--- config.mk ---
export PLATFORM = sky130hd
export DESIGN_NAME = interpolator_phase_and_command
export DESIGN_NICKNAME = d
export VERILOG_FILES = /design/src/common/interp_cmd_pkg.sv /design/src/verilog/interpolator_phase_and_command.sv
export VERILOG_INCLUDE_DIRS = /design/src /design/src/common
export SDC_FILE = /design/constraint.sdc
export NUM_CORES = 1
export LEC_CHECK = 0
export BUFFER_PORTS_ARGS = -buffer_cell sky130_fd_sc_hd__buf_2
export CAP_MARGIN = 40
export CORE_ASPECT_RATIO = 1.4
export CORE_MARGIN = 2
export CORE_UTILIZATION = 55
export CTS_CLUSTER_SIZE = 12
export DETAILED_ROUTE_END_ITERATION = 8
export PLACE_DENSITY = 0.84
export SLEW_MARGIN = 20
export SYNTH_ARGS = -nofsm -noshare
export SYNTH_HDL_FRONTEND = slang
export SYNTH_SLANG_ARGS = --single-unit
--- constraint.sdc ---
create_clock -name clk_sys -period 10.2 [get_ports clk_sys]
set_clock_uncertainty 0.1 [all_clocks]
set_input_delay 0 -clock clk_sys [delete_from_list [all_inputs] [get_ports clk_sys]]
set_output_delay 0 -clock clk_sys [all_outputs]
set_load 0.005 [all_outputs]
--- src/common/interp_cmd_defines.svh ---
// Purpose: Constants of the phase read-out and command block
// Assumes: Register indices are chosen locally
// Notes:   Definitions only
`ifndef INTERP_CMD_DEFINES_SVH
`define INTERP_CMD_DEFINES_SVH

// ==========================================================
// Register indices
`define PHASE_DELTA_REG_INDEX   2'h0
`define PHASE_DEV_REG_INDEX     2'h1
`define COMMAND_REG_INDEX       2'h2

// ==========================================================
// Command bit positions
`define CMD_COUNTER_PRESET_BIT  0
`define CMD_CONTROLLER_RST_BIT  1
`define CMD_CLEAR_REF_BIT       2
`define CMD_CHIP_REINIT_BIT     3
`define CMD_STORE_CONFIG_BIT    4
`define CMD_LATCH_HWA_BIT       5

// ==========================================================
// Phase ranges per rate family
`define PHASE_MOD_256           9'h100
`define PHASE_MOD_200           9'h0C8
`define PHASE_MOD_160           9'h0A0
`define DELTA_LIMIT_256         10'h05F
`define DELTA_LIMIT_200         10'h04A
`define DELTA_LIMIT_160         10'h03C

// ==========================================================
// Reset values
`define PHASE_RESET             8'h00
`define DELTA_RESET             16'h0000
`define HWA_RESET               4'h0
`define RDATA_RESET             32'h0000_0000

`endif

--- src/common/interp_cmd_pkg.sv ---
// Purpose: Types of the phase read-out and command block
// Assumes: Nothing
// Notes:   Types only
package interp_cmd_pkg;

	// Interpolation rate family
	typedef enum logic [1:0]
	{
		RATE_FAMILY_256,
		RATE_FAMILY_200,
		RATE_FAMILY_160
	} rate_family_t;

	// Reference point mode
	typedef enum logic [1:0]
	{
		REF_MODE_PLAIN,
		REF_MODE_ADJUST_ZERO,
		REF_MODE_DISTANCE_CODED
	} ref_mode_t;

endpackage

--- src/verilog/interpolator_phase_and_command.sv ---
// Purpose: Phase read-out words and command trigger register
// Assumes: Raw phase below the family modulus; sync inputs
// Notes:   Register port is a simple strobe port
//
// Operation
// - Upper half of the first word holds the signed phase change.
// - The phase change is held within -95..94, -74..73 or -60..59.
// - Lower half holds the unsigned phase angle from zero upward.
// - The phase angle peaks at 255, 199 or 159 by rate family.
// - The phase zero offset shifts the reported angle.
// - Second word holds the angle low and controller deviation high.
// - Command bit 5 latches the four hardware address pins.
// - Serial sensor mode latches the address while init_done is high.
// - Command bit 4 stores configuration and corrections to EEPROM.
// - Command bit 3 resets and reconfigures the chip.
// - Command bit 2 clears the reference flag and may restart search.
// - Command bit 1 centres all gain and offset corrections.
// - Command bit 0 presets counters, clears errors and reference.
`timescale 1ns/10ps

`include "interp_cmd_defines.svh"

module interpolator_phase_and_command
	import interp_cmd_pkg::*;
(
	// Clock and reset
	input  wire logic         clk_sys,
	input  wire logic         sys_rst,
	// Register port
	input  wire logic         reg_wr,
	input  wire logic         reg_rd,
	input  wire logic [1:0]   reg_addr,
	input  wire logic [7:0]   reg_wdata,
	output logic      [31:0]  reg_rdata,
	// Interpolation core
	input  wire logic         sample_strobe,
	input  wire logic [7:0]   phase_raw,
	input  wire rate_family_t rate_family,
	input  wire logic [7:0]   phase_zero_offset,
	input  wire logic [15:0]  controller_deviation,
	input  wire ref_mode_t    ref_mode,
	// Address pins and initialisation
	input  wire logic [3:0]   hardware_address_pins,
	input  wire logic         sensor_serial_mode,
	input  wire logic         init_done,
	output logic      [3:0]   hardware_address,
	output logic      [3:0]   serial_number_low,
	// Command actions
	output logic              latch_hw_address_cmd,
	output logic              store_config_cmd,
	output logic              chip_reinit_cmd,
	output logic              clear_reference_cmd,
	output logic              controller_reset_cmd,
	output logic              counter_preset_cmd,
	output logic              clear_errors,
	output logic              restart_reference,
	output logic              clear_reference_found
);

	// ==========================================================
	// Functions
	function automatic logic [8:0] phase_modulus(input rate_family_t f);
		case (f)
			RATE_FAMILY_200: phase_modulus = `PHASE_MOD_200;
			RATE_FAMILY_160: phase_modulus = `PHASE_MOD_160;
			default:         phase_modulus = `PHASE_MOD_256;
		endcase
	endfunction

	function automatic logic [9:0] delta_limit(input rate_family_t f);
		case (f)
			RATE_FAMILY_200: delta_limit = `DELTA_LIMIT_200;
			RATE_FAMILY_160: delta_limit = `DELTA_LIMIT_160;
			default:         delta_limit = `DELTA_LIMIT_256;
		endcase
	endfunction

	// ==========================================================
	// Phase angle and phase change
	logic        [7:0]  phase_angle;
	logic        [15:0] phase_delta;
	logic        [8:0]  modulus;
	logic signed [9:0]  limit_pos;
	logic        [8:0]  shifted_sum;
	logic        [7:0]  next_phase_angle;
	logic signed [9:0]  raw_diff;
	logic signed [9:0]  half_mod;
	logic signed [9:0]  wrapped_diff;
	logic signed [9:0]  clamped_diff;

	assign modulus     = phase_modulus(rate_family);
	assign limit_pos   = $signed(delta_limit(rate_family));
	assign half_mod    = $signed({2'h0, modulus[8:1]});
	assign shifted_sum = {1'b0, phase_raw} + {1'b0, phase_zero_offset};
	assign next_phase_angle = (shifted_sum >= modulus)
		? 8'(shifted_sum - modulus)
		: shifted_sum[7:0];
	assign raw_diff = $signed({2'h0, next_phase_angle})
		- $signed({2'h0, phase_angle});
	assign wrapped_diff = (raw_diff >= half_mod)
		? 10'(raw_diff - $signed({1'b0, modulus}))
		: (raw_diff < -half_mod)
		? 10'(raw_diff + $signed({1'b0, modulus}))
		: raw_diff;
	assign clamped_diff = (wrapped_diff >= limit_pos)
		? 10'(limit_pos - 10'sd1)
		: (wrapped_diff < -limit_pos)
		? 10'(-limit_pos)
		: wrapped_diff;

	always_ff @(posedge clk_sys)
	begin
		if (sys_rst)
		begin
			phase_angle <= `PHASE_RESET;
			phase_delta <= `DELTA_RESET;
		end
		else if (sample_strobe)
		begin
			phase_angle <= next_phase_angle;
			phase_delta <= {{6{clamped_diff[9]}}, clamped_diff};
		end
	end

	// ==========================================================
	// Read path
	logic [31:0] word_one;
	logic [31:0] word_two;
	logic [31:0] next_rdata;

	assign word_one = {phase_delta, 8'h00, phase_angle};
	assign word_two = {controller_deviation, 8'h00, phase_angle};
	assign next_rdata =
		(reg_addr == `PHASE_DELTA_REG_INDEX) ? word_one :
		(reg_addr == `PHASE_DEV_REG_INDEX)   ? word_two :
		`RDATA_RESET;

	always_ff @(posedge clk_sys)
	begin
		if (sys_rst)
			reg_rdata <= `RDATA_RESET;
		else if (reg_rd)
			reg_rdata <= next_rdata;
	end

	// ==========================================================
	// Command decode
	logic cmd_wr;
	logic restart_mode;
	logic auto_latch;
	logic next_latch;

	assign cmd_wr       = reg_wr && (reg_addr == `COMMAND_REG_INDEX);
	assign restart_mode = (ref_mode == REF_MODE_ADJUST_ZERO)
		|| (ref_mode == REF_MODE_DISTANCE_CODED);
	assign auto_latch   = sensor_serial_mode && init_done;
	assign next_latch   = cmd_wr && reg_wdata[`CMD_LATCH_HWA_BIT];

	always_ff @(posedge clk_sys)
	begin
		if (sys_rst)
		begin
			latch_hw_address_cmd <= 1'b0;
			store_config_cmd     <= 1'b0;
			chip_reinit_cmd      <= 1'b0;
			clear_reference_cmd  <= 1'b0;
			controller_reset_cmd <= 1'b0;
			counter_preset_cmd   <= 1'b0;
		end
		else
		begin
			latch_hw_address_cmd <= next_latch;
			store_config_cmd <= cmd_wr
				&& reg_wdata[`CMD_STORE_CONFIG_BIT];
			chip_reinit_cmd <= cmd_wr
				&& reg_wdata[`CMD_CHIP_REINIT_BIT];
			clear_reference_cmd <= cmd_wr
				&& reg_wdata[`CMD_CLEAR_REF_BIT];
			controller_reset_cmd <= cmd_wr
				&& reg_wdata[`CMD_CONTROLLER_RST_BIT];
			counter_preset_cmd <= cmd_wr
				&& reg_wdata[`CMD_COUNTER_PRESET_BIT];
		end
	end

	// Derived actions
	assign clear_errors          = counter_preset_cmd;
	assign clear_reference_found = clear_reference_cmd
		|| counter_preset_cmd;
	assign restart_reference     = restart_mode
		&& (clear_reference_cmd || counter_preset_cmd);

	// ==========================================================
	// Hardware address latch
	always_ff @(posedge clk_sys)
	begin
		if (sys_rst)
			hardware_address <= `HWA_RESET;
		else if (next_latch || auto_latch)
			hardware_address <= hardware_address_pins;
	end

	assign serial_number_low = hardware_address;

	// ==========================================================
	// Assertions
	a_delta_range: assert property (
		@(posedge clk_sys) disable iff (sys_rst)
		$past(sample_strobe) && !$past(sys_rst) |->
		($signed(phase_delta) < $signed({6'h00, $past(limit_pos)}))
		&& ($signed(phase_delta) >= -$signed({6'h00, $past(limit_pos)})))
		else $error("phase change out of range");
	a_delta_sign: assert property (
		@(posedge clk_sys) disable iff (sys_rst)
		sample_strobe |=> phase_delta[15:7] == {9{phase_delta[15]}})
		else $error("phase change not sign extended");
	a_phase_max: assert property (
		@(posedge clk_sys) disable iff (sys_rst)
		sample_strobe |=> {1'b0, phase_angle} < $past(modulus))
		else $error("phase angle above maximum");
	a_phase_offset: assert property (
		@(posedge clk_sys) disable iff (sys_rst)
		sample_strobe && (phase_zero_offset == 8'h00) |=>
		phase_angle == $past(phase_raw))
		else $error("zero offset shifted angle");
	a_word_one: assert property (
		@(posedge clk_sys) disable iff (sys_rst)
		reg_rd && (reg_addr == `PHASE_DELTA_REG_INDEX) |=>
		reg_rdata == {$past(phase_delta), 8'h00, $past(phase_angle)})
		else $error("first word wrong");
	a_word_two: assert property (
		@(posedge clk_sys) disable iff (sys_rst)
		reg_rd && (reg_addr == `PHASE_DEV_REG_INDEX) |=>
		reg_rdata == {$past(controller_deviation), 8'h00,
		$past(phase_angle)})
		else $error("second word wrong");
	a_rdata_hold: assert property (
		@(posedge clk_sys) disable iff (sys_rst)
		!reg_rd && !sys_rst |=> $stable(reg_rdata))
		else $error("read data changed without read");
	a_hwa_latch: assert property (
		@(posedge clk_sys) disable iff (sys_rst)
		cmd_wr && reg_wdata[`CMD_LATCH_HWA_BIT] |=>
		latch_hw_address_cmd
		&& (hardware_address == $past(hardware_address_pins)))
		else $error("address not latched");
	a_auto_latch: assert property (
		@(posedge clk_sys) disable iff (sys_rst)
		auto_latch |=> serial_number_low == $past(hardware_address_pins))
		else $error("auto latch missed");
	a_store_cmd: assert property (
		@(posedge clk_sys) disable iff (sys_rst)
		cmd_wr && reg_wdata[`CMD_STORE_CONFIG_BIT] |=> store_config_cmd)
		else $error("store not started");
	a_reinit_cmd: assert property (
		@(posedge clk_sys) disable iff (sys_rst)
		cmd_wr && reg_wdata[`CMD_CHIP_REINIT_BIT] |=> chip_reinit_cmd)
		else $error("reinit not started");
	a_clear_ref: assert property (
		@(posedge clk_sys) disable iff (sys_rst)
		cmd_wr && reg_wdata[`CMD_CLEAR_REF_BIT] && restart_mode |=>
		clear_reference_found && restart_reference)
		else $error("reference not cleared");
	a_ctl_reset: assert property (
		@(posedge clk_sys) disable iff (sys_rst)
		cmd_wr && reg_wdata[`CMD_CONTROLLER_RST_BIT] |=>
		controller_reset_cmd)
		else $error("controller reset missed");
	a_preset_all: assert property (
		@(posedge clk_sys) disable iff (sys_rst)
		cmd_wr && reg_wdata[`CMD_COUNTER_PRESET_BIT] |=>
		counter_preset_cmd && clear_errors && clear_reference_found)
		else $error("preset incomplete");
	a_preset_restart: assert property (
		@(posedge clk_sys) disable iff (sys_rst)
		cmd_wr && reg_wdata[`CMD_COUNTER_PRESET_BIT] && restart_mode
		|=> restart_reference)
		else $error("preset did not restart search");
	a_self_clear: assert property (
		@(posedge clk_sys) disable iff (sys_rst)
		!cmd_wr |=> !store_config_cmd && !chip_reinit_cmd
		&& !counter_preset_cmd && !latch_hw_address_cmd
		&& !clear_reference_cmd && !controller_reset_cmd)
		else $error("command did not clear");
	a_high_bits: assert property (
		@(posedge clk_sys) disable iff (sys_rst)
		cmd_wr && (reg_wdata[5:0] == 6'h00) |=>
		!store_config_cmd && !chip_reinit_cmd && !counter_preset_cmd
		&& !latch_hw_address_cmd && !clear_reference_cmd
		&& !controller_reset_cmd)
		else $error("upper command bits acted");

	// ==========================================================
	// Cover points
	c_preset: cover property (@(posedge clk_sys) disable iff (sys_rst)
		counter_preset_cmd && restart_reference);
	c_wrap: cover property (@(posedge clk_sys) disable iff (sys_rst)
		sample_strobe && (raw_diff >= half_mod));
	c_latch: cover property (@(posedge clk_sys) disable iff (sys_rst)
		next_latch ##1 latch_hw_address_cmd);
	c_clamp: cover property (@(posedge clk_sys) disable iff (sys_rst)
		sample_strobe && (wrapped_diff < -limit_pos));
	c_high_bits: cover property (@(posedge clk_sys) disable iff (sys_rst)
		cmd_wr && (reg_wdata[7:6] != 2'h0));

endmodule

Word-level counts from Yosys, hierarchy flattened
Cells that the tools add are included.
{"block": "totals", "elab_cells": 51, "input_bits": 57, "out_inout_bits": 49, "ff_bits": 60}
{"block": "classes", "order_cmp": 5, "n_reduce_logical": 13, "n_eq_ne": 6, "add_sub_neg": 8, "muxes": 9}
{"operator": "$mux 32", "count": 2}
{"operator": "$mux 10", "count": 4}
{"operator": "$ge 9x9->1", "count": 2}
{"operator": "$pmux 9 s2", "count": 1}
{"operator": "$pmux 7 s2", "count": 1}
{"operator": "$add 9x10->10", "count": 1}
{"operator": "$ge 10x10->1", "count": 1}
{"operator": "$lt 10x10->1", "count": 1}
{"operator": "$lt 9x10->1", "count": 1}
{"operator": "$neg 10->10", "count": 1}
{"operator": "$neg 8->10", "count": 1}
{"operator": "$sub 10x2->10 const B", "count": 1}
{"operator": "$sub 9x10->10", "count": 1}
{"operator": "$add 8x8->9", "count": 1}
{"operator": "$logic_and 1x1->1", "count": 9}
{"operator": "$sub 8x8->9", "count": 1}
{"operator": "$mux 8", "count": 1}
{"operator": "$sub 8x8->8", "count": 1}
{"operator": "$eq 2x1->1 const B", "count": 3}
{"operator": "$eq 2x2->1 const B", "count": 3}
{"operator": "$logic_or 1x1->1", "count": 3}
{"operator": "$logic_not 2->1", "count": 1}

Longest topological paths before layout
Gate-level depths: netlist (run 1).
{"block": "logic_depth", "depth_word": 11, "depth_mapped": 43, "mapped_depth_nobuf": 40}

Worst setup path before layout (run 1)
No wires, ideal clock.
{"block": "synth_path", "path_kind": "input to register", "startpoint": "input port phase_raw[0]", "endpoint": "register phase_delta[5]", "required_time_ns": 9.952, "path_slack_ns": 2.262, "n_path_buf": 3, "stages": 38, "setup_ns": 0.148, "arrival_ns": 7.690, "cell_sequence": "ha_1 fa_1 a21oi_1 nor2_1 nor2_1 o21bai_1 a21oi_1 xnor2_1 ha_1 nand4_1 nor4_1 a221o_1 a21oi_1 mux2i_1 ha_1 clkbuf_1 a21oi_1 a21boi_0 [2 not listed] nor2b_1 a221o_1 or3_1 buf_6 nor3_1 o21bai_1 nand3_1 ha_1 a21oi_1 o21ai_0 nor3_1 o41ai_1 ha_1 clkbuf_1 inv_1 mux2_2 mux2i_1 a211oi_1"}
{"block": "synth_between", "elab_chain_cells": 10, "elab_cells_between_ends": 15, "classes_between": "add/sub: 5; order compare: 5; mux: 5"}
{"item": "from (decl)", "line": "interpolator_phase_and_command.sv:37", "source": "input wire logic [7:0] phase_raw,"}
{"item": "$add 8x8->9 (*)", "line": "interpolator_phase_and_command.sv:94", "source": "assign shifted_sum = {1'b0, phase_raw} + {1'b0, phase_zero_offset};"}
{"item": "$sub 8x8->8 or $ge 9x9->1 (tied branches)", "line": "interpolator_phase_and_command.sv:96, interpolator_phase_and_command.sv:95"}
{"item": "$mux 8 (*)", "line": "interpolator_phase_and_command.sv:96", "source": "? 8'(shifted_sum - modulus)"}
{"item": "net next_phase_angle[4]", "line": "interpolator_phase_and_command.sv:85", "source": "logic [7:0] next_phase_angle;"}
{"item": "$sub 8x8->9 (*)", "line": "interpolator_phase_and_command.sv:99", "source": "- $signed({2'h0, phase_angle});"}
{"item": "$add 9x10->10 or $lt 9x10->1 (tied branches)", "line": "interpolator_phase_and_command.sv:103, interpolator_phase_and_command.sv:102"}
{"item": "$mux 10", "line": "interpolator_phase_and_command.sv:103", "source": "? 10'(raw_diff + $signed({1'b0, modulus}))"}
{"item": "$mux 10 (*)", "line": "interpolator_phase_and_command.sv:101", "source": "? 10'(raw_diff - $signed({1'b0, modulus}))"}
{"item": "$lt 10x10->1", "line": "interpolator_phase_and_command.sv:107", "source": ": (wrapped_diff < -limit_pos)"}
{"item": "$mux 10", "line": "interpolator_phase_and_command.sv:108", "source": "? 10'(-limit_pos)"}
{"item": "$mux 10 (*)", "line": "interpolator_phase_and_command.sv:106", "source": "? 10'(limit_pos - 10'sd1)"}
{"item": "to (signal assigned)", "line": "interpolator_phase_and_command.sv:116", "source": "phase_delta <= `DELTA_RESET;"}
{"item": "to (signal assigned)", "line": "interpolator_phase_and_command.sv:121", "source": "phase_delta <= {{6{clamped_diff[9]}}, clamped_diff};"}
{"item": "to (decl)", "line": "interpolator_phase_and_command.sv:81", "source": "logic [15:0] phase_delta;"}
Mark *: on every way through the listed nets, which the timed path passes. The rest lies on a longest branch.
A chain may end at the register's enable or synchronous reset.

Worst setup path after layout (run 1)
Ends and elaborated chain as after synthesis.

==> results of run 1 <==
## area by class of cell
class / instances / area, sq um
well taps: 102 / 127.6
clock buffers: 5 / 125.1
fillers: 589 / 2699
multi-input cells: 424 / 3164
flip-flops and latches: 52 / 1041
clock inverters: 3 / 23.77
inverters: 34 / 127.6
repair buffers: 122 / 743.2
## flip-flops by register name, indices dropped and copies added (netlist names)
register,cells
phase_angle,8
controller_reset_cmd,1
chip_reinit_cmd,1
latch_hw_address_cmd,1
clear_reference_cmd,1
store_config_cmd,1
reg_rdata,24
clear_errors,1
hardware_address,4
phase_delta,10
## critical path, delay by kind of cell
family | cells | cell delay, ns
compound gates | 13 | 2.84
fa+ha+maj | 7 | 2.54
xor+xnor | 2 | 0.64
buf+inv | 2 | 0.31
mux | 3 | 0.71
simple gates | 12 | 1.96
## per-stage QoR
stage	util (%)	instances	instance area, sq um
after detailed placement	61.40	708	4943
final	66.48	742	5353
after global routing	66.48	742	5353
after floorplan	-	544	4527
after global placement	61.40	708	4943
after CTS	66.48	742	5353
## report_power, final
part / total, W / internal (W) / switching, W / leakage (nW)
sequential: 0.000245 / 0.000230 / 0.0000146 / 0.426
combinational: 0.00161 / 0.000661 / 0.000949 / 2.01
clock: 0.000166 / 0.0000913 / 0.0000747 / 0.0660
## layer usage
| layer | global-route usage, % | part of all wire, % | vias to the layer above |
|---|---|---|---|
| met1 | 27.03 | 37 | 2015 |
| li1 | - | - | 2088 |
| met4 | 15.37 | 4.4 | 0 |
| met2 | 50.83 | 52 | 197 |
| met5 | 0 | 0 | - |
| met3 | 4.642 | 5.9 | 50 |
## final timing paths
kind | startpoint | end | cells past startpoint
setup / recovery | phase_raw[0] | phase_delta[5] | 39
hold reg to reg | reg_rdata[5] | reg_rdata[5] | 2
setup reg to reg | phase_angle[0] | phase_delta[5] | 25
hold / removal | controller_deviation[8] | reg_rdata[24] | 4
## kinds of logic (layout without fill, tap and decap cells)
family	Yosys count	in the layout
AND/OR/NAND/NOR	178	178
AO/OA/AOI/OAI	120	120
other	2	11
adder cells (fa/ha/maj)	65	65
multiplexers	34	34
buffers and inverters	68	164
flip-flops	52	52
XOR/XNOR	16	16
## cells in the mapped netlist (all sizes together) (2+ instances only)
library cell / number
a211o: 3
a211oi: 4
a21boi: 2
a21o: 7
a21oi: 46
a221o: 3
a311oi: 2
a41oi: 3
and2: 10
and3: 2
buf: 21
clkbuf: 13
conb: 2
dfxtp: 52
fa: 2
ha: 62
inv: 34
mux2: 14
mux2i: 20
nand2: 13
nand2b: 18
nand3: 13
nand3b: 8
nor2: 49
nor2b: 23
nor3: 19
nor3b: 2
nor4: 3
nor4bb: 3
o211ai: 3
o21ai: 19
o21bai: 8
o221ai: 2
o22ai: 3
o31ai: 4
o41ai: 2
or2: 2
or3: 4
xnor2: 10
xor2: 6
## timing repair
action / in CTS / in global routing
endpoints found under the hold margin: 25 / 0
hold buffers: 26 / 0
buffers inserted: 0 / 0
==> results by group, run 1 <==
Status
  • Status: complete, no violations

Global route
  • Vias in the first global route: 4359
  • GRT overflow: 0
  • Initial antenna violation count: 0
  • Pin count of the biggest net entering global routing: 51
  • First-pass GRT wire length: 19690 um
  • GRT Util Overall: a little over a quarter

Clock network
  • Worst-Skew Late Latency: 0.29 ns
  • Post-cts gate resize count: 0
  • Clk root buf: clkbuf_16
  • CTS sink cnt: 52
  • Cts bufs inserted: 5
  • Clk slew on worst S/H paths: 0.07 ns
  • Clock Path Buffers: 2
  • H-tree levels: 2
  • CTS tree: built

Pwr
  • Pwr Density: 377.6 mW/mm^2
  • Total power draw: 0.002021 W
  • Worst vdd ir: 304.9 uV
  • P_leak: 2.504 nW

Detailed routing
  • DR iter-0 viols: 260
  • Post-route DRC violation count: 0
  • Vias: 4350
  • Drt wl/cell: 16.38 um
  • DRT Pass-1 Iters: 5
  • Post-DRT Antenna Nets: 0
  • Final WL: 12160 um
  • DR vias/cell: 5.863

Setup path
  • Worst stage delay on the critical path: 0.49 ns
  • Worst Path Class, Setup: input port to register
  • CP max FO: 11
  • Setup crit end kind: register
  • Worst setup SP type: input port
  • Most frequent CP cell: ha_1
  • Worst EP required: 10.24 ns
  • CP Data Arrival Time: ~9 ns
  • R2r setup slk: 3.41 ns
  • Slowest cell on crit path: ha_1

Logic synthesis
  • Avg Inst Size Synth: around 8.4 sq um
  • Synth top area cells: dfxtp_1 (23%), ha_1 (17%), a21oi_1 (5.1%), mux2i_1 (4.5%), nor2_1 (4.1%)
  • Synth top area share: 23.17%
  • Post-synth EDFFs: 0
  • Yosys top cell by area: dfxtp_1
  • Compound-Gate Fraction of Synth Area: 18.27%
  • Ys flop type: dfxtp_1
  • Largest family of logic cells by synthesized area: simple AND/OR/NAND/NOR gates
  • Synth async-reset ratio: 0%
  • YS warnings: 0
  • Cell Area, Synth: 0.004493 sq mm
  • Multiplexer area fraction after synthesis: 7.964%
  • Synth Register Bits: 52
  • Fraction of the mapped netlist area in simple logic gates: 21.78%
  • Sequential fraction of the synthesis area: 23.17%
  • Adder-cell share of the synthesized area: a little under a fifth
  • Number of distinct library cells after synthesis: 68
  • Post-synthesis cell count: 535
  • Post-synthesis xor/xnor area fraction: approximately 3.1%

STA
  • Slew Limit Fails: 0
  • FMAX: 111.8 MHz
  • Final setup TNS: 0 ns
  • Worst hold slack: 0.007702 ns
  • Unrepaired setup endpoints after global routing: no
  • Final hold viol count: 0
  • Worst-margin pin slew: about 0.87 ns
  • Max_slew headroom: roughly 42%
  • Final period util: between 80% and 90%
  • Min Tclk post-route: just under 9 ns
  • Final worst slack: ~1.3 ns
  • # setup viols final: 0

Placement
  • Dpl ws: 1.170 ns
  • IO buf count: between 90 and 100
  • GPL Wtd Cong: 0.9753
  • Post-DP HPWL: 8627 um

Worst hold path
  • HP Class: input port to register

Floorplanning
  • Core ar.: around 0.0081 sq mm
  • Die area: 0.008919 sq mm
  • I/O pins: 106
  • Initial Util: a little under three fifths
  • Row count: 39
  • Die X-Extent: 80.39 um
  • Die Span Y: 110.9 um

Finish
  • Most common cell after layout, fill and taps aside: buf_2
  • Layout cells sized above 1: 19.84%
  • Area growth syn-to-layout: 19.13%
  • Leading cell types in the layout, fill and taps excluded: buf_2 (95), ha_1 (62), dfxtp_1 (52), nor2_1 (49), a21oi_1 (46)
  • Fin nets: 760
  • Antenna cell count: 0

Flow run
  • MaxCap Viol Count: 0
Note: power is estimated with default switching activity, not from simulation.
==> run 2: changes to the inputs <==
--- a/config.mk
+++ b/config.mk
@@ -6,11 +6,12 @@
 export SDC_FILE = /design/constraint.sdc
 export NUM_CORES = 1
 export LEC_CHECK = 0
-export BUFFER_PORTS_ARGS = -buffer_cell sky130_fd_sc_hd__buf_2
+export BUFFER_PORTS_ARGS = -buffer_cell sky130_fd_sc_hd__clkbuf_2
 export CAP_MARGIN = 40
 export CORE_ASPECT_RATIO = 1.4
 export CORE_MARGIN = 2
 export CORE_UTILIZATION = 55
+export CTS_BUF_LIST = sky130_fd_sc_hd__clkbuf_4 sky130_fd_sc_hd__clkbuf_8
 export CTS_CLUSTER_SIZE = 12
 export DETAILED_ROUTE_END_ITERATION = 8
 export PLACE_DENSITY = 0.84
==> results by group, run 2 (synthesis results as in run 1) <==
Pwr
  • P_leak: 2.510 nW
  • Comb pwr share: approximately four fifths
  • Sequential Power Share: 12.3%
  • Power share of the clock group: 6.3%
  • Switching Share: 52.45%
  • Worst vdd ir: 285.5 uV
  • Pwr Density: 373.3 mW/mm^2
  • Sw Pwr: 0.001053 W
  • P_int: 0.0009542 W

Global route
  • Initial antenna violation count: 0
  • Met3 Use GR: around 4.6%
  • Layer with the highest usage: met2
  • GRT Util Overall: 28.81%
  • GRT overflow: 0
  • Grt met2 use: around half
  • Vias in the first global route: 4503
  • GR Util met1: between 30 and 40%
  • Pin count of the biggest net entering global routing: 42
  • First-pass GRT wire length: approximately 21000 um

Finish
  • Area of the multi-input gates: around 0.0032 sq mm
  • Layout cells sized above 1: between 10% and 20%
  • Filler cell count: just under 600
  • Leading cell types in the layout, fill and taps excluded: clkbuf_2 (95), ha_1 (62), dfxtp_1 (52), nor2_1 (49), a21oi_1 (46)
  • Antenna cell count: 0
  • Finished Core Util: 66.76%
  • Top flop regs: reg_rdata (24), phase_delta (10), phase_angle (8)
  • Fin nets: 767
  • Register area: around 0.0010 sq mm
  • Largest Register: reg_rdata
  • Max reg flops: 24
  • Most common cell after layout, fill and taps aside: clkbuf_2
  • Fin area: 0.005375 sq mm
  • Area growth syn-to-layout: 19.63%

Floorplanning
  • Die Span Y: between 100 and 150 um
  • Initial Util: 55.80%
  • Die area: 0.008919 sq mm
  • Die X-Extent: 80.39 um
  • Row count: 39
  • Core ar.: about 0.0081 sq mm
  • I/O pins: 106

Clock network
  • H-tree levels: 2
  • Clock Path Buffers: 2
  • # Post-CTS Setup Buffers: 0
  • Post-cts gate resize count: 0
  • Clk root buf: clkbuf_8
  • Clk slew on worst S/H paths: 0.09 ns
  • CTS tree: built
  • CTS Hold Bufs: 31
  • Cts bufs inserted: 5
  • Worst-Skew Late Latency: just over 0.3 ns
  • CTS sink cnt: 52

Detailed routing
  • Drt wl/cell: between 15 and 20 um
  • Post-DRT Antenna Nets: 0
  • DRT Pass-1 Iters: 6
  • Final WL: roughly 13000 um
  • Vias: 4430
  • Post-route DRC violation count: 0
  • DR iter-0 viols: 300
  • DR vias/cell: 5.922

Placement
  • GPL Wtd Cong: 0.9730
  • Placed instance area: approximately 0.0050 sq mm
  • IO buf count: between 90 and 100
  • Post-DP HPWL: 8650 um

Setup path
  • Worst setup SP type: input port
  • Worst EP required: 10.27 ns
  • Most frequent CP cell: ha_1
  • CP max FO: 11
  • Worst Path Class, Setup: input port to register
  • Reg2reg path depth: 25
  • R2r setup slk: ~3.3 ns
  • Setup crit end kind: register
  • FF-to-FF End: phase_delta[5]
  • CP Data Arrival Time: 9.17 ns
  • Reg-to-reg startpoint: phase_angle[0]
  • Slowest cell on crit path: ha_1
  • Worst stage delay on the critical path: 0.51 ns

STA
  • Worst-margin pin slew: 0.7255 ns
  • FMAX: 109.9 MHz
  • Max_slew headroom: about 52%
  • Slew Limit Fails: 0
  • Worst hold slack: 0.05108 ns
  • Min Tclk post-route: 9.097 ns
  • Final hold viol count: 0
  • Unrepaired setup endpoints after global routing: no
  • Final period util: 89.18%
  • Final setup TNS: 0 ns
  • # setup viols final: 0

Worst hold path
  • Worst Hold Depth: 3
  • Hold Path End: reg_rdata[4]
  • HP Start: reg_addr[1]
  • HP Class: input port to register

Status
  • Status: complete, no violations

Flow run
  • MaxCap Viol Count: 0
==> run 2: cell count changes in the layout (fill, tap and decap cells not counted), sizes merged <==
cell	previous run	this run
dlygate4sd3	26	31
clkinvlp	2	0
clkbuf	5	102
buf	96	3
clkinv	1	0
==> run 2: how the worst max path moves through the flow <==
stage	startpoint	end	cells after the start
detailed placement	phase_raw[0]	phase_delta[5]	39
floorplan	phase_raw[0]	phase_delta[5]	38
global placement	phase_raw[0]	phase_delta[5]	39
global route	phase_raw[1]	phase_delta[5]	39
finish	phase_raw[0]	phase_delta[5]	39
CTS	phase_raw[0]	phase_delta[5]	39
==> run 2: area by class of cell <==
| cell class | instances | share of cell area (%) |
|---|---|---|
| Timing Repair Buffer | 129 | 15.22 |
| Sequential cell | 52 | 19.37 |
| Clock buffer | 7 | 1.792 |
| Multi-Input combinational cell | 424 | 58.87 |
| Tap cell | 102 | 2.374 |
| Inverter | 34 | 2.374 |
==> run 2: power by group through the flow <==
stage	Combinational, W	Sequential [W]	Clock (W)
final	0.00163	0.000246	0.000126
after detailed placement	0.00155	0.000248	0
after global placement	0.00148	0.000247	0
after floorplan	0.00127	0.000245	0
after global routing	0.00179	0.000248	0.000133
after CTS	0.00157	0.000244	0.000125
==> run 2: worst max-delay path: cells and delay by family <==
family	cells	cell delay (ns)
simple gates	12	1.98
compound gates	13	2.88
fa+ha+maj	7	2.58
mux	3	0.77
buf+inv	2	0.29
xor+xnor	2	0.66
==> run 2: stage by stage <==
| step | setup slack, ns | power [W] | std cells |
|---|---|---|---|
| detailed placement | 1.107 | 0.001801 | 709 |
| global placement | 1.446 | 0.001726 | 708 |
| floorplan | 2.262 | 0.001518 | 544 |
| global route | 0.5772 | 0.002175 | 748 |
| finish | 1.103 | 0.002007 | 748 |
| CTS | 1.409 | 0.001940 | 747 |
==> run 2: metal layers <==
metal	wire length (um)	vias up
met5	0	-
met1	4843	2057
li1	-	2095
met4	726	0
met2	6527	212
met3	898	66
==> run 3: changes to the inputs <==
--- a/config.mk
+++ b/config.mk
@@ -14,8 +14,8 @@
 export CTS_BUF_LIST = sky130_fd_sc_hd__clkbuf_4 sky130_fd_sc_hd__clkbuf_8
 export CTS_CLUSTER_SIZE = 12
 export DETAILED_ROUTE_END_ITERATION = 8
-export PLACE_DENSITY = 0.84
-export SLEW_MARGIN = 20
+export PLACE_DENSITY = 0.88
+export SETUP_SLACK_MARGIN = 0.5
 export SYNTH_ARGS = -nofsm -noshare
 export SYNTH_HDL_FRONTEND = slang
 export SYNTH_SLANG_ARGS = --single-unit
==> results by group, run 3 (synthesis results as in run 1) <==
Status
  • Status: complete, no violations

Setup path
  • Worst setup SP type: input port
  • Reg2reg path depth: 25
  • Critical path's top delay family: compound AO/OA/AOI/OAI gates
  • Worst stage delay on the critical path: 0.52 ns
  • CP Data Arrival Time: around 9.0 ns
  • Worst Path Class, Setup: input port to register
  • R2r setup slk: 3.54 ns
  • Most frequent CP cell: ha_1
  • Buf/Inv on CP: 2
  • CP max FO: 11
  • FF-to-FF End: phase_delta[5]
  • Setup crit end kind: register
  • Slowest cell on crit path: ha_1
  • Crit path depth: 39
  • Reg-to-reg startpoint: phase_angle[0]
  • Worst EP required: 10.27 ns

Detailed routing
  • Final WL: 13410 um
  • Metal1 wirelength: 4751 um
  • Met3 wire length: a little under 900 um
  • Vias: 4528
  • DR vias/cell: 6.086
  • Routed wl met2: 6946 um
  • DR iter-0 viols: 365
  • DR top layer: met4
  • Post-DRT Antenna Nets: 0
  • Post-route DRC violation count: 0
  • Drt wl/cell: 18.03 um
  • DRT Pass-1 Iters: 5

STA
  • Slew Limit Fails: 0
  • Final period util: 87.89%
  • Final hold viol count: 0
  • # setup viols final: 0
  • Final worst slack: 1.235 ns
  • Min Tclk post-route: 8.965 ns
  • Final setup TNS: 0 ns
  • FMAX: 111.6 MHz
  • Max_slew headroom: 35.31%
  • Unrepaired setup endpoints after global routing: no
  • Worst-margin pin slew: between 0.9 and 1 ns

Finish
  • Top flop regs: reg_rdata (24), phase_delta (10), phase_angle (8)
  • Area growth syn-to-layout: 19.13%
  • Fin cells: 744
  • Fin nets: 761
  • Largest Register: reg_rdata
  • Layout cells sized above 1: between 20% and 30%
  • Most common cell after layout, fill and taps aside: clkbuf_2
  • Max reg flops: 24
  • Leading cell types in the layout, fill and taps excluded: clkbuf_2 (95), ha_1 (62), dfxtp_1 (52), nor2_1 (49), a21oi_1 (46)
  • Fin area: 0.005353 sq mm
  • Register area: between 0.001 and 0.0015 sq mm
  • Area of the multi-input gates: 0.003172 sq mm
  • Filler cell count: just under 600

Clock network
  • Worst-Skew Late Latency: 0.31 ns
  • Clock Path Buffers: 2
  • CTS tree: built
  • H-tree levels: 2
  • Clk slew on worst S/H paths: 0.09 ns
  • CTS sink cnt: 52
  • Clk root buf: clkbuf_8
  • Cts bufs inserted: 5

Global route
  • First-pass GRT wire length: between 20000 and 25000 um
  • GRT Util Overall: a little under a third
  • Vias in the first global route: 4627
  • GRT overflow: 0
  • Initial antenna violation count: 1
  • Pin count of the biggest net entering global routing: 35

Floorplanning
  • Die area: 0.008919 sq mm
  • Initial Util: a little under three fifths
  • Row count: 39
  • Core ar.: 0.008051 sq mm
  • Die X-Extent: 80.39 um
  • Die Span Y: around 110 um
  • I/O pins: around 110

Pwr
  • Pwr Density: 380.0 mW/mm^2
  • Total power draw: just over 0.002 W
  • Worst vdd ir: roughly 220 uV
  • P_leak: 2.490 nW

Worst hold path
  • HP Class: input port to register
  • Hold Path End: reg_rdata[18]
  • HP Start: controller_deviation[2]
  • Worst Hold Depth: 4

Placement
  • IO buf count: 95
  • Dpl ws: 1.058 ns
  • Placed instance area: 0.004971 sq mm
  • Inst Count DP: approximately 710
  • Post-DP HPWL: roughly 9000 um
  • GPL Wtd Cong: 0.9732

Flow run
  • MaxCap Viol Count: 0
==> run 3: timing repair <==
item,in CTS,in global routing
endpoints found under the hold margin,25,0
hold buffers,26,0
resized for setup,0,1
setup buffers,0,0
setup endpoints to repair,0,2
==> run 3: layout make-up <==
| type | count | share of cell area (%) |
|---|---|---|
| multi-input cells | 424 | 59.26 |
| flip-flops and latches | 52 | 19.45 |
| clock buffers | 5 | 1.286 |
| well taps | 102 | 2.384 |
| repair buffers | 123 | 14.40 |
| diodes | 1 | 0.04675 |
| inverters | 34 | 2.384 |
| clock inverters | 3 | 0.7948 |
==> run 3: where the power goes <==
| part | total, W | leakage [nW] | switching, W | internal (W) |
|---|---|---|---|---|
| combinational | 0.00165 | 2.01 | 0.000977 | 0.000668 |
| sequential | 0.000247 | 0.426 | 0.0000165 | 0.000230 |
| clock | 0.000142 | 0.0541 | 0.0000693 | 0.0000726 |
| total | 0.00203 | 2.49 | 0.00106 | 0.000971 |
==> run 3: metal layers <==
metal	global-route usage, %	vias to the layer above
met4	18.53	0
met5	0	-
met1	29.18	2093
met3	6.433	78
met2	55.33	255
li1	-	2102
==> run 3: worst register-to-register path, stage by stage (launching register included) <==
cell	delay, ns
dfxtp_1	0.35
ha_1	0.23
fa_1	0.40
nor2b_1	0.35
o21bai_1	0.12
a21boi_0	0.37
nor2_1	0.13
xnor2_2	0.33
ha_1	0.33
nand2_1	0.09
or4bb_1	0.48
a221o_1	0.44
nand2b_1	0.34
nor2_1	0.10
o21bai_1	0.17
nand3_1	0.18
ha_1	0.32
a21oi_1	0.11
o21ai_0	0.08
nor3_1	0.16
o41ai_1	0.11
ha_1	0.41
inv_1	0.20
mux2_2	0.35
mux2i_1	0.17
a211oi_1	0.11
==> run 3: worst max path at each step <==
stage	startpoint	to	slack, ns
after floorplan	phase_raw[0]	phase_delta[5]	2.26
after global placement	phase_raw[0]	phase_delta[5]	1.41
after detailed placement	phase_raw[0]	phase_delta[5]	1.06
after CTS	phase_raw[0]	phase_delta[5]	1.24
after global routing	phase_raw[0]	phase_delta[5]	0.57
final	phase_raw[0]	phase_delta[5]	1.24
==> run 3: metrics by stage <==
step	hold slack, ns	util (%)
after floorplan	0.02171	-
after global placement	0.1045	61.40
after detailed placement	0.1114	61.74
after CTS	0.01044	66.36
after global routing	0.0008736	66.48
final	0.009667	66.48
